**src/status_threshold_regs.vh**
```
// register map, field layout and time codes of the status and threshold bank
`ifndef STATUS_THRESHOLD_REGS_VH
`define STATUS_THRESHOLD_REGS_VH

// register indices; byte address on the bus is four times the index
`define IDX_DEVICE_STATUS_0 7'h4c
`define IDX_DEVICE_STATUS_1 7'h4d
`define IDX_PRESET_ONE_THR_0 7'h5f

// device_status_0 fields
`define ST0_REV_HI 7
`define ST0_REV_LO 6
`define ST0_OPT_HI 5
`define ST0_OPT_LO 4
`define ST0_WAKE_ERR 3
`define ST0_THR_CRC 2
`define ST0_NVM_CRC 1
`define ST0_TRIM_CRC 0

// device_status_0 reset values of the flag bits
`define ST0_WAKE_ERR_RST 1'b0
`define ST0_THR_CRC_RST 1'b1
`define ST0_NVM_CRC_RST 1'b0
`define ST0_TRIM_CRC_RST 1'b0

// device_status_1 fields; bit 7 reserved, reads zero
`define ST1_FLAG_W 7
`define ST1_RESET 7'h00
`define ST1_THERMAL 6
`define ST1_IO_REGULATOR_OVER_VOLTAGE 5
`define ST1_IO_REGULATOR_UNDER_VOLTAGE 4
`define ST1_ANALOG_SUPPLY_OVER_VOLTAGE 3
`define ST1_ANALOG_SUPPLY_UNDER_VOLTAGE 2
`define ST1_MAIN_POWER_OVER_VOLTAGE 1
`define ST1_MAIN_POWER_UNDER_VOLTAGE 0

// preset_one_threshold_timing_0 fields
`define THR0_T1_HI 7
`define THR0_T1_LO 4
`define THR0_T2_HI 3
`define THR0_T2_LO 0

// threshold time code in microseconds
`define TIME_US_W 14
`define TIME_US_0 14'h0064
`define TIME_US_1 14'h00c8
`define TIME_US_2 14'h012c
`define TIME_US_3 14'h0190
`define TIME_US_4 14'h0258
`define TIME_US_5 14'h0320
`define TIME_US_6 14'h03e8
`define TIME_US_7 14'h04b0
`define TIME_US_8 14'h0578
`define TIME_US_9 14'h07d0
`define TIME_US_10 14'h0960
`define TIME_US_11 14'h0c80
`define TIME_US_12 14'h0fa0
`define TIME_US_13 14'h1450
`define TIME_US_14 14'h1900
`define TIME_US_15 14'h1f40

// read value of an unmapped word
`define BUS_IDLE_DATA 32'h0000_0000

`endif

```
**src/device_status_threshold.v**
```verilog
// device status registers and first threshold timing register, wishbone
//
// Local design decision: register access over Wishbone.
`include "status_threshold_regs.vh"

module device_status_threshold #(
  parameter ADDR_W = 9,
  parameter WAKE_CYCLES = 16,
  parameter [1:0] REVISION_CODE = 2'h1, // arbitrary value
  parameter [1:0] OPTION_CODE = 2'h3 // arbitrary value
) (
  input wire clk_i,
  input wire rst_i,
  input wire ce_i,
  // wishbone classic slave
  input wire cyc_i,
  input wire stb_i,
  input wire we_i,
  input wire [ADDR_W-1:0] adr_i,
  input wire [3:0] sel_i,
  input wire [31:0] dat_i,
  output reg [31:0] dat_o,
  output reg ack_o,
  // fault levels from the analog side, asynchronous
  input wire thermal_shutdown_i,
  input wire io_regulator_over_voltage_i,
  input wire io_regulator_under_voltage_i,
  input wire analog_supply_over_voltage_i,
  input wire analog_supply_under_voltage_i,
  input wire main_power_over_voltage_i,
  input wire main_power_under_voltage_i,
  // crc check results from the checkers, same clock
  input wire threshold_crc_done_i,
  input wire threshold_crc_fail_i,
  input wire user_nvm_crc_done_i,
  input wire user_nvm_crc_fail_i,
  input wire trim_crc_done_i,
  input wire trim_crc_fail_i,
  // state towards the rest of the device
  output reg wakeup_done_o,
  output reg threshold_map_crc_error_o,
  output reg supply_fault_o,
  output reg [3:0] preset_one_point_one_time_o,
  output reg [3:0] preset_one_point_two_delta_o,
  output reg [`TIME_US_W-1:0] point_one_time_us_o,
  output reg [`TIME_US_W-1:0] point_two_delta_us_o
);

  localparam CNT_W = 16;
  localparam [CNT_W-1:0] WAKE_LAST = WAKE_CYCLES - 1;

  // wake-up sequence states, one-hot
  localparam [1:0] WAKE_RUN = 2'b01;
  localparam [1:0] WAKE_DONE = 2'b10;

  // ---------------------------------------------------------------
  // time code decode, shared by both nibbles
  // ---------------------------------------------------------------
  function [`TIME_US_W-1:0] code_to_us;
    input [3:0] code;
    begin
      case (code)
        4'h0: code_to_us = `TIME_US_0;
        4'h1: code_to_us = `TIME_US_1;
        4'h2: code_to_us = `TIME_US_2;
        4'h3: code_to_us = `TIME_US_3;
        4'h4: code_to_us = `TIME_US_4;
        4'h5: code_to_us = `TIME_US_5;
        4'h6: code_to_us = `TIME_US_6;
        4'h7: code_to_us = `TIME_US_7;
        4'h8: code_to_us = `TIME_US_8;
        4'h9: code_to_us = `TIME_US_9;
        4'ha: code_to_us = `TIME_US_10;
        4'hb: code_to_us = `TIME_US_11;
        4'hc: code_to_us = `TIME_US_12;
        4'hd: code_to_us = `TIME_US_13;
        4'he: code_to_us = `TIME_US_14;
        default: code_to_us = `TIME_US_15;
      endcase
    end
  endfunction

  // ---------------------------------------------------------------
  // fault inputs cross into the clock domain
  // ---------------------------------------------------------------
  wire [`ST1_FLAG_W-1:0] fault_async;
  wire [`ST1_FLAG_W-1:0] fault_sync;

  assign fault_async = {
    thermal_shutdown_i,
    io_regulator_over_voltage_i,
    io_regulator_under_voltage_i,
    analog_supply_over_voltage_i,
    analog_supply_under_voltage_i,
    main_power_over_voltage_i,
    main_power_under_voltage_i
  };

  sync_2ff #(
    .WIDTH(`ST1_FLAG_W)
  ) fault_sync_inst (
    .clk_i(clk_i),
    .rst_i(rst_i),
    .ce_i(ce_i),
    .d_i(fault_async),
    .q_o(fault_sync)
  );

  // ---------------------------------------------------------------
  // bus decode
  // ---------------------------------------------------------------
  wire [6:0] word_idx;
  wire req_take;
  wire rd_take;
  wire wr_take;
  reg hit_status_0;
  reg hit_status_1;
  reg hit_timing;

  assign word_idx = adr_i[8:2];
  // a request is taken on the edge that raises ack
  assign req_take = ce_i & cyc_i & stb_i & ~ack_o;
  assign rd_take = req_take & ~we_i;
  assign wr_take = req_take & we_i;

  always @* begin
    hit_status_0 = 1'b0;
    hit_status_1 = 1'b0;
    hit_timing = 1'b0;
    if (word_idx == `IDX_DEVICE_STATUS_0) begin
      hit_status_0 = 1'b1;
    end else if (word_idx == `IDX_DEVICE_STATUS_1) begin
      hit_status_1 = 1'b1;
    end else if (word_idx == `IDX_PRESET_ONE_THR_0) begin
      hit_timing = 1'b1;
    end
  end

  // ---------------------------------------------------------------
  // wake-up sequence
  // ---------------------------------------------------------------
  reg [1:0] wake_state;
  reg [CNT_W-1:0] wake_count;

  always @(posedge clk_i) begin
    if (rst_i) begin
      wake_state <= WAKE_RUN;
      wake_count <= {CNT_W{1'b0}};
      wakeup_done_o <= 1'b0;
    end else if (ce_i) begin
      case (wake_state)
        WAKE_RUN: begin
          if (wake_count == WAKE_LAST) begin
            wake_state <= WAKE_DONE;
            wakeup_done_o <= 1'b1;
          end else begin
            wake_count <= wake_count + 1'b1;
          end
        end
        WAKE_DONE: begin
          wakeup_done_o <= 1'b1;
        end
        default: begin
          wake_state <= WAKE_RUN;
          wake_count <= {CNT_W{1'b0}};
          wakeup_done_o <= 1'b0;
        end
      endcase
    end
  end

  // ---------------------------------------------------------------
  // device_status_0 flags
  // ---------------------------------------------------------------
  reg wake_error;
  reg thr_crc_error;
  reg nvm_crc_error;
  reg trim_crc_error;
  wire early_command;
  wire wake_error_clear;

  // the host is expected to wait; a command before that is recorded
  assign early_command = req_take & ~wakeup_done_o;
  // a read before wake-up is itself early, so it cannot clear
  assign wake_error_clear = rd_take & hit_status_0 & wakeup_done_o;

  always @(posedge clk_i) begin
    if (rst_i) begin
      wake_error <= `ST0_WAKE_ERR_RST;
      thr_crc_error <= `ST0_THR_CRC_RST;
      nvm_crc_error <= `ST0_NVM_CRC_RST;
      trim_crc_error <= `ST0_TRIM_CRC_RST;
    end else if (ce_i) begin
      if (early_command) begin
        wake_error <= 1'b1;
      end else if (wake_error_clear) begin
        wake_error <= 1'b0;
      end
      if (threshold_crc_done_i) begin
        thr_crc_error <= threshold_crc_fail_i;
      end
      if (user_nvm_crc_done_i) begin
        nvm_crc_error <= user_nvm_crc_fail_i;
      end
      if (trim_crc_done_i) begin
        trim_crc_error <= trim_crc_fail_i;
      end
    end
  end

  wire [7:0] status_0_value;

  assign status_0_value = {
    REVISION_CODE,
    OPTION_CODE,
    wake_error,
    thr_crc_error,
    nvm_crc_error,
    trim_crc_error
  };

  // ---------------------------------------------------------------
  // device_status_1 clear-on-read flags
  // ---------------------------------------------------------------
  reg [`ST1_FLAG_W-1:0] fault_flags;
  reg [`ST1_FLAG_W-1:0] next_fault_flags;
  wire status_1_read;

  assign status_1_read = rd_take & hit_status_1;

  // a fault seen in the read cycle survives the clear
  always @* begin
    next_fault_flags = fault_flags;
    if (status_1_read) begin
      next_fault_flags = {`ST1_FLAG_W{1'b0}};
    end
    next_fault_flags = next_fault_flags | fault_sync;
  end

  always @(posedge clk_i) begin
    if (rst_i) begin
      fault_flags <= `ST1_RESET;
    end else if (ce_i) begin
      fault_flags <= next_fault_flags;
    end
  end

  wire [7:0] status_1_value;

  assign status_1_value = {1'b0, fault_flags};

  // ---------------------------------------------------------------
  // preset_one_threshold_timing_0, deliberately without reset
  // ---------------------------------------------------------------
  reg [7:0] timing_0;

  always @(posedge clk_i) begin
    if (ce_i && wr_take && hit_timing && sel_i[0]) begin
      timing_0 <= dat_i[7:0];
    end
  end

  // ---------------------------------------------------------------
  // read data and acknowledge
  // ---------------------------------------------------------------
  reg [31:0] next_dat;

  always @* begin
    next_dat = `BUS_IDLE_DATA;
    if (hit_status_0) begin
      next_dat[7:0] = status_0_value;
    end else if (hit_status_1) begin
      next_dat[7:0] = status_1_value;
    end else if (hit_timing) begin
      next_dat[7:0] = timing_0;
    end
  end

  always @(posedge clk_i) begin
    if (rst_i) begin
      ack_o <= 1'b0;
      dat_o <= `BUS_IDLE_DATA;
    end else if (ce_i) begin
      ack_o <= cyc_i & stb_i & ~ack_o;
      if (rd_take) begin
        dat_o <= next_dat;
      end
    end
  end

  // ---------------------------------------------------------------
  // state outputs
  // ---------------------------------------------------------------
  always @(posedge clk_i) begin
    if (rst_i) begin
      threshold_map_crc_error_o <= `ST0_THR_CRC_RST;
      supply_fault_o <= 1'b0;
    end else if (ce_i) begin
      threshold_map_crc_error_o <= thr_crc_error;
      supply_fault_o <= |fault_flags;
    end
  end

  // timing outputs follow the register, undefined until first write
  always @(posedge clk_i) begin
    if (ce_i) begin
      preset_one_point_one_time_o <= timing_0[`THR0_T1_HI:`THR0_T1_LO];
      preset_one_point_two_delta_o <= timing_0[`THR0_T2_HI:`THR0_T2_LO];
      point_one_time_us_o <=
        code_to_us(timing_0[`THR0_T1_HI:`THR0_T1_LO]);
      point_two_delta_us_o <=
        code_to_us(timing_0[`THR0_T2_HI:`THR0_T2_LO]);
    end
  end

endmodule // device_status_threshold

```
**src/sync_2ff.v**
```verilog
// two flip-flop synchroniser for a group of asynchronous levels
module sync_2ff #(
  parameter WIDTH = 1
) (
  input wire clk_i,
  input wire rst_i,
  input wire ce_i,
  input wire [WIDTH-1:0] d_i,
  output wire [WIDTH-1:0] q_o
);

  reg [WIDTH-1:0] meta;
  reg [WIDTH-1:0] stable;

  // meta feeds only the second stage
  always @(posedge clk_i) begin
    if (rst_i) begin
      meta <= {WIDTH{1'b0}};
      stable <= {WIDTH{1'b0}};
    end else if (ce_i) begin
      meta <= d_i;
      stable <= meta;
    end
  end

  assign q_o = stable;

endmodule // sync_2ff

```
**config.mk**
```make
export PLATFORM = sky130hd
export DESIGN_NAME = device_status_threshold
export DESIGN_NICKNAME = d
export VERILOG_FILES = /design/src/device_status_threshold.v /design/src/sync_2ff.v
export VERILOG_INCLUDE_DIRS = /design/src
export SDC_FILE = /design/constraint.sdc
export NUM_CORES = 1
export LEC_CHECK = 0
export BUFFER_PORTS_ARGS = -buffer_cell sky130_fd_sc_hd__buf_2
export CELL_PAD_IN_SITES_DETAIL_PLACEMENT = 1
export CELL_PAD_IN_SITES_GLOBAL_PLACEMENT = 1
export CORE_ASPECT_RATIO = 1.75
export CORE_UTILIZATION = 41
export DETAILED_ROUTE_END_ITERATION = 7
export PLACE_DENSITY_LB_ADDON = 0.1
export SYNTH_ARGS = -nofsm -noshare
export SYNTH_HDL_FRONTEND = slang
export SYNTH_SLANG_ARGS = --single-unit
```
**constraint.sdc**
```tcl
create_clock -name clk_i -period 4.8 [get_ports clk_i]
set_clock_uncertainty 0.05 [all_clocks]
set_input_delay 0.24 -clock clk_i [delete_from_list [all_inputs] [get_ports clk_i]]
set_output_delay 0.24 -clock clk_i [all_outputs]
set_load 0.05 [all_outputs]
```
# [Word-level counts from Yosys, hierarchy flattened]
# Memory sizes are Yosys's and may differ from the RTL's. A register that Yosys moved wholly into a read port is not among the register bits.
# Index checks and enable logic that the tools add are counted.
[word_totals] regBits=99 latchBits=0 ram_bits=0 romBits=352 word_cells=77 mem_count=2
[op_classes] n_addsub=1 mul=0 div=0 n_lt_le_gt_ge=0 eq_ne=8 n_shift=0 n_mux=18 bitwise=16 n_reduce_logical=13
[mem_list] memory="(no name shown)" depth=16 width=11 read_ports=1 rd_ports_with_merged_regs=1 wr=0 line_no="device_status_threshold.v:62" rtl="case (code)"
[mem_list] memory="(no name shown)" depth=16 width=11 read_ports=1 rd_ports_with_merged_regs=1 wr=0 line_no="device_status_threshold.v:62"
[op_table] op="case mux 16 bit (2 select lines)" count=1
[op_table] op="2-to-1 mux 8 bit" count=3
[op_table] op="equality test 7 bit (second input constant)" count=3
[op_table] op="adder 16 x 1 -> 16 bit (second input constant)" count=1
[op_table] op="equality test 16 x 4 -> 1 bit (second input constant)" count=1
[op_table] op="2-to-1 mux 16 bit" count=1
[op_table] op="AND reduction 2 bit" count=6
[op_table] op="AND 1 bit" count=11
[op_table] op="2-to-1 mux 1 bit" count=9
[op_table] op="2-to-1 mux 7 bit" count=1
[op_table] op="OR 7 bit" count=1
[op_table] op="OR reduction 7 bit" count=1
[op_table] op="AND reduction 3 bit" count=2
[op_table] op="inequality test 2 bit (second input constant)" count=2
[op_table] op="inverter 1 bit" count=4
[op_table] op="case mux 2 bit (2 select lines)" count=1
[op_table] op="logical AND 1 bit" count=3
[op_table] op="equality test 2 x 1 -> 1 bit (second input constant)" count=1
[op_table] op="equality test 2 bit (second input constant)" count=1
[op_table] op="2-to-1 mux 2 bit" count=1
[op_table] op="case mux 1 bit (2 select lines)" count=1
[op_table] op="nonzero test 2 bit" count=1

# [Depth between registers and ports, before layout]
[depth] depth_word=8 mapped_depth=7 mapped_depth_nobuf=6

# [Modules after synthesis]
# Synthesis repeated with hierarchy kept, for this count alone.
[unflattened] hier_cells=411 hier_area_um2=4316.6
[by_module_without_submodules] mod="device_status_threshold" instances=1 cells_per_inst=366 area_per_inst_um2=3808.7 seq_area_each_um2=1961.9
[by_module_without_submodules] mod="sync_2ff" instances=1 cells_per_inst=45 area_per_inst_um2=508.0 seq_area_each_um2=280.3

# [Worst setup path after synthesis]
# OpenSTA, ideal clock, no wires.
[synth_path] path_type="in2reg" startpoint="input adr_i[7]" endpoint="register timing_0[0], enable pin" setup_time_ns=0.383 arrival_time_ns=1.778 setup_slack_ns=2.588 stages=4 path_buffers=0 cell_sequence="nand4b_1 nor3_1 inv_1 nor3_1"
[synth_between] elab_chain_cells=6 word_cells_on_any_way=8 cone_classes="eq/ne: 3; mux: 3; reduce/logical: 2"
[synth_lines] element="from (decl)" line_no="device_status_threshold.v:19" rtl="input wire [ADDR_W-1:0] adr_i,"
[synth_lines] element="equality test 7 bit (no line)"
[synth_lines] element="2-to-1 mux 1 bit" line_no="device_status_threshold.v:134" rtl="end else if (word_idx == `IDX_PRESET_ONE_THR_0) begin"
[synth_lines] element="2-to-1 mux 1 bit" line_no="device_status_threshold.v:132" rtl="end else if (word_idx == `IDX_DEVICE_STATUS_1) begin"
[synth_lines] element="2-to-1 mux 1 bit *" line_no="device_status_threshold.v:130" rtl="if (word_idx == `IDX_DEVICE_STATUS_0) begin"
[synth_lines] element="logical AND 1 bit * (2 in a row)" line_no="device_status_threshold.v:258" rtl="if (ce_i && wr_take && hit_timing && sel_i[0]) begin"
[synth_lines] element="to (signal assigned)" line_no="device_status_threshold.v:259" rtl="timing_0 <= dat_i[7:0];"
[synth_lines] element="to (decl)" line_no="device_status_threshold.v:255" rtl="reg [7:0] timing_0;"
# Mark *: on every way between the ends. The rest lies on a longest branch, timed or not.
# A chain may end at the register's enable or synchronous reset.

# [Worst setup path in the final report]
[layout_path] startpoint="input adr_i[7]" endpoint="register timing_0[1], enable pin"
# Same word-level chain as after synthesis.

==> summary.md <==
| Metric | Value |
|---|---|
| Cell Chain, Critical Path | `buf_2, nand4b_1, nor3_1, inv_1, nor3_1` |
| DRT Wirelength | `9.77 mm` |
| DRC errors left | `0` |
| Setup ws final | `2.30 ns` |
| Clock buffer depth | `2` |
| Clk Latency, worst-skew pair | `0.34 ns` |
| I/O pins | `136` |
| Final RePlAce weighted congestion | `approximately 0.79` |
| Worst reg2reg path depth | `5` |
| Register-to-Register Setup Slack | `2.55 ns` |
| Global-route wire length before repair | `15.5 mm` |
| Via count | `3,228` |
| Vias in the first global route | `3,156` |
| Routed wire per std cell | `15.9 microns` |
| Setup violations, final | `0` |
| Final ANT Viol Nets | `0` |
| Layout cells sized above 1 | `0.198` |
| Mapped Cells | `416` |
| # fillers | `about 1,200` |
| Most frequent cells in the layout | `buf_2, dfxtp_1, nor2_1` |
| Crit path capture type | `register` |
| GR Overflow Total | `0` |
| Port Buffer Count | `76` |
| First DRT Iteration DRCs | `108` |
| Core area | `9970 sq um` |
| Initial Util | `0.427` |
| Hold Path Depth | `1` |
| Antenna Cells | `0` |
| Post-synthesis cell type count | `45` |
| Dpl hpwl | `7.05 mm` |
| Postcts setup bufs | `0` |
| Slew @ Worst Pin | `1.10 ns` |
| CTS H-tree lvls | `3` |
| Bufs and invs on worst path | `2` |
| Cell leakage power | `0.00205 uW` |
| Outcome | `completed` |
| DIE AREA | `roughly 11,000 sq um` |
| Crit share post-route | `0.520` |
| Die W | `slightly below 80 microns` |
| Syn Std Cell Area | `4250 sq um` |
| Max-slew violation count | `0` |
| Placement-stage worst setup slack | `1.92 ns` |
| Post-DR vias/cell | `5.24` |
| WP data required | `4.71 ns` |
| Power Density | `367 nW/um^2` |
| Sink of the worst hold path | `timing_0[1]$_DFFE_PP_` |
| Reg clk slew, reported paths | `~0.06 ns` |
| DRT Pass-1 Iters | `4` |
| Nets@finish | `565` |
| Fmax | `401 MHz` |
| CTS tree | `built` |
| Min Hold Slack | `0.0240 ns` |
| Slowest-stage cell, CP | `nor3_1` |
| Commonest non-fill, non-tap cell in the layout | `buf_2` |
| Row Count | `48` |
| Post-cts sizing count | `0` |
| Root buf cell | `clkbuf_16` |
| CTS buffer count | `9` |
| Max-slew headroom | `0.263` |
| Hold WC Path Type | `in2reg` |
| Most Frequent Cell on Critical Path | `nor3_1` |
| Initial antenna violation count | `0` |
| # clock sinks | `93` |
| Warnings from Yosys | `0` |
| RSZ-0062 raised after global routing | `false` |
| Post-route setup TNS | `0 ns` |
| Hold path start | `dat_i[1]` |
| Startpoint types | `input port` |
| Max VDD drop | `0.000215 V` |
| Primary FF master, synth | `dfxtp_1` |
| CP Max Fanout | `9` |
| R2R Path End | `wake_count[1]$_SDFFE_PP0P_` |
| Sequential area share after synthesis | `0.527` |
| Max Cap Violations | `0` |
| Number of synthesized flops with an enable pin | `38` |
| Post-route minimum period | `2.50 ns` |
| Synthesis-to-layout area growth | `16.6%` |
| Die Y | `137 microns` |
| Total track usage | `0.187` |
| Final Power | `1820 uW` |
| Final hold viol count | `0` |
| #FFs+latches synth | `between 90 and 100` |
| Ys async rst share | `0` |
| Worst EP arrival | `about 2.4 ns` |
| Worst reg2reg startpoint | `wake_count[1]$_SDFFE_PP0P_` |
| Post-CTS Hold Fix Bufs | `0` |
| Crit path max-delay family | `simple AND/OR/NAND/NOR gates` |
| Largest net degree at the start of global routing | `47` |
| Crit path kind | `in2reg` |
| Avg Cell Area, Syn | `about 10 sq um` |
| Critical path's largest stage delay | `approximately 0.9 ns` |
## state kept, by name, indices dropped and copies added, names as in the netlist
register / flops
trim_crc_error: 1
point_two_delta_us_o: 11
wake_error: 1
preset_one_point_one_time_o: 4
wake_count: 16
supply_fault_o: 1
timing_0: 8
fault_sync_inst.q_o: 7
point_one_time_us_o: 11
wake_state: 2
thr_crc_error: 1
fault_sync_inst.meta: 7
ack_o: 1
fault_flags: 7
threshold_map_crc_error_o: 1
nvm_crc_error: 1
wakeup_done_o: 1
preset_one_point_two_delta_o: 4
dat_o: 8
## cell usage after synthesis (all sizes together), types with 2 or more instances
cell type,number,area (sq um)
dfxtp,55,1100
nor2,41,154
edfxtp,38,1140
buf,32,234
a21oi,28,140
nand2,27,101
mux2i,17,170
clkbuf,16,60.1
ha,15,188
inv,14,52.6
o21ai,14,70.1
nand3,9,45.0
nor3,9,45.0
nand2b,8,50.1
or4,8,63.8
a22o,7,61.3
a22oi,7,52.6
nor2b,7,43.8
nor4,7,43.8
or3,7,45.1
xnor2,6,52.6
a211oi,5,37.5
nand4,5,31.3
a31oi,4,25.0
o221ai,4,35.0
a21o,3,22.5
nand4b,3,26.3
o31ai,3,22.5
xor2,3,26.3
a311oi,2,17.5
o211a,2,20.0
o21a,2,15.0
## layout make-up
type / instances / area (sq um) / area share
clock buffers: 10 / 250 / 0.0504
clock inverters: 6 / 91.3 / 0.0184
inverters: 14 / 52.6 / 0.0106
multi-input cells: 290 / 1770 / 0.358
flip-flops and latches: 93 / 2240 / 0.452
well taps: 125 / 156 / 0.0315
repair buffers: 78 / 395 / 0.0797
## where the power goes
| part | switching (uW) | internal (uW) |
|---|---|---|
| clock network | 313 | 492 |
| logic | 130 | 33.3 |
| registers | 11.1 | 841 |
| total | 454 | 1370 |
## through the flow
stage	cells	instance area [sq um]	util
6_report	616	4960	0.498
3_5_place_dp	600	4620	0.463
2_1_floorplan	445	4360	-
3_3_place_gp	600	4620	0.463
4_1_cts	616	4960	0.498
5_1_grt	616	4960	0.498
## kinds of logic (layout without fill, tap and decap cells)
group | Yosys count | after routing | share of synthesized area
simple gates | 134 | 134 | 0.158
flops | 93 | 93 | 0.527
compound gates | 85 | 85 | 0.130
buf+inv | 62 | 108 | 0.0815
mux | 17 | 17 | 0.0400
fa+ha+maj | 15 | 15 | 0.0441
xor+xnor | 9 | 9 | 0.0185
other cells | 1 | 30 | 0.000882
## worst register-to-register path: stages, from the launching register on
cell	delay (ns)
dfxtp_1	0.41
ha_1	0.26
nand3_1	0.27
or4_1	0.73
or2_0	0.27
a31oi_1	0.18
## layer usage
| metal | GRT usage | vias up | routed length [microns] |
|---|---|---|---|
| met5 | 0 | - | 0 |
| met4 | 0.0667 | 0 | 144 |
| met3 | 0.0413 | 12 | 385 |
| met2 | 0.352 | 72 | 5540 |
| met1 | 0.201 | 1565 | 3700 |
| li1 | - | 1579 | - |
## worst max path at each step
stage                   from                    end  slack [ns]  cells after the start
global route        adr_i[7]  timing_0[1]$_DFFE_PP_        2.15                      5
finish              adr_i[7]  timing_0[1]$_DFFE_PP_        2.30                      5
detailed placement  adr_i[7]  timing_0[3]$_DFFE_PP_        1.92                      5
CTS                 adr_i[7]  timing_0[1]$_DFFE_PP_        2.30                      5
floorplan           adr_i[7]  timing_0[0]$_DFFE_PP_        2.59                      4
global placement    adr_i[7]  timing_0[3]$_DFFE_PP_        2.07                      5
No activity file was read; power rests on OpenSTA's default activity.
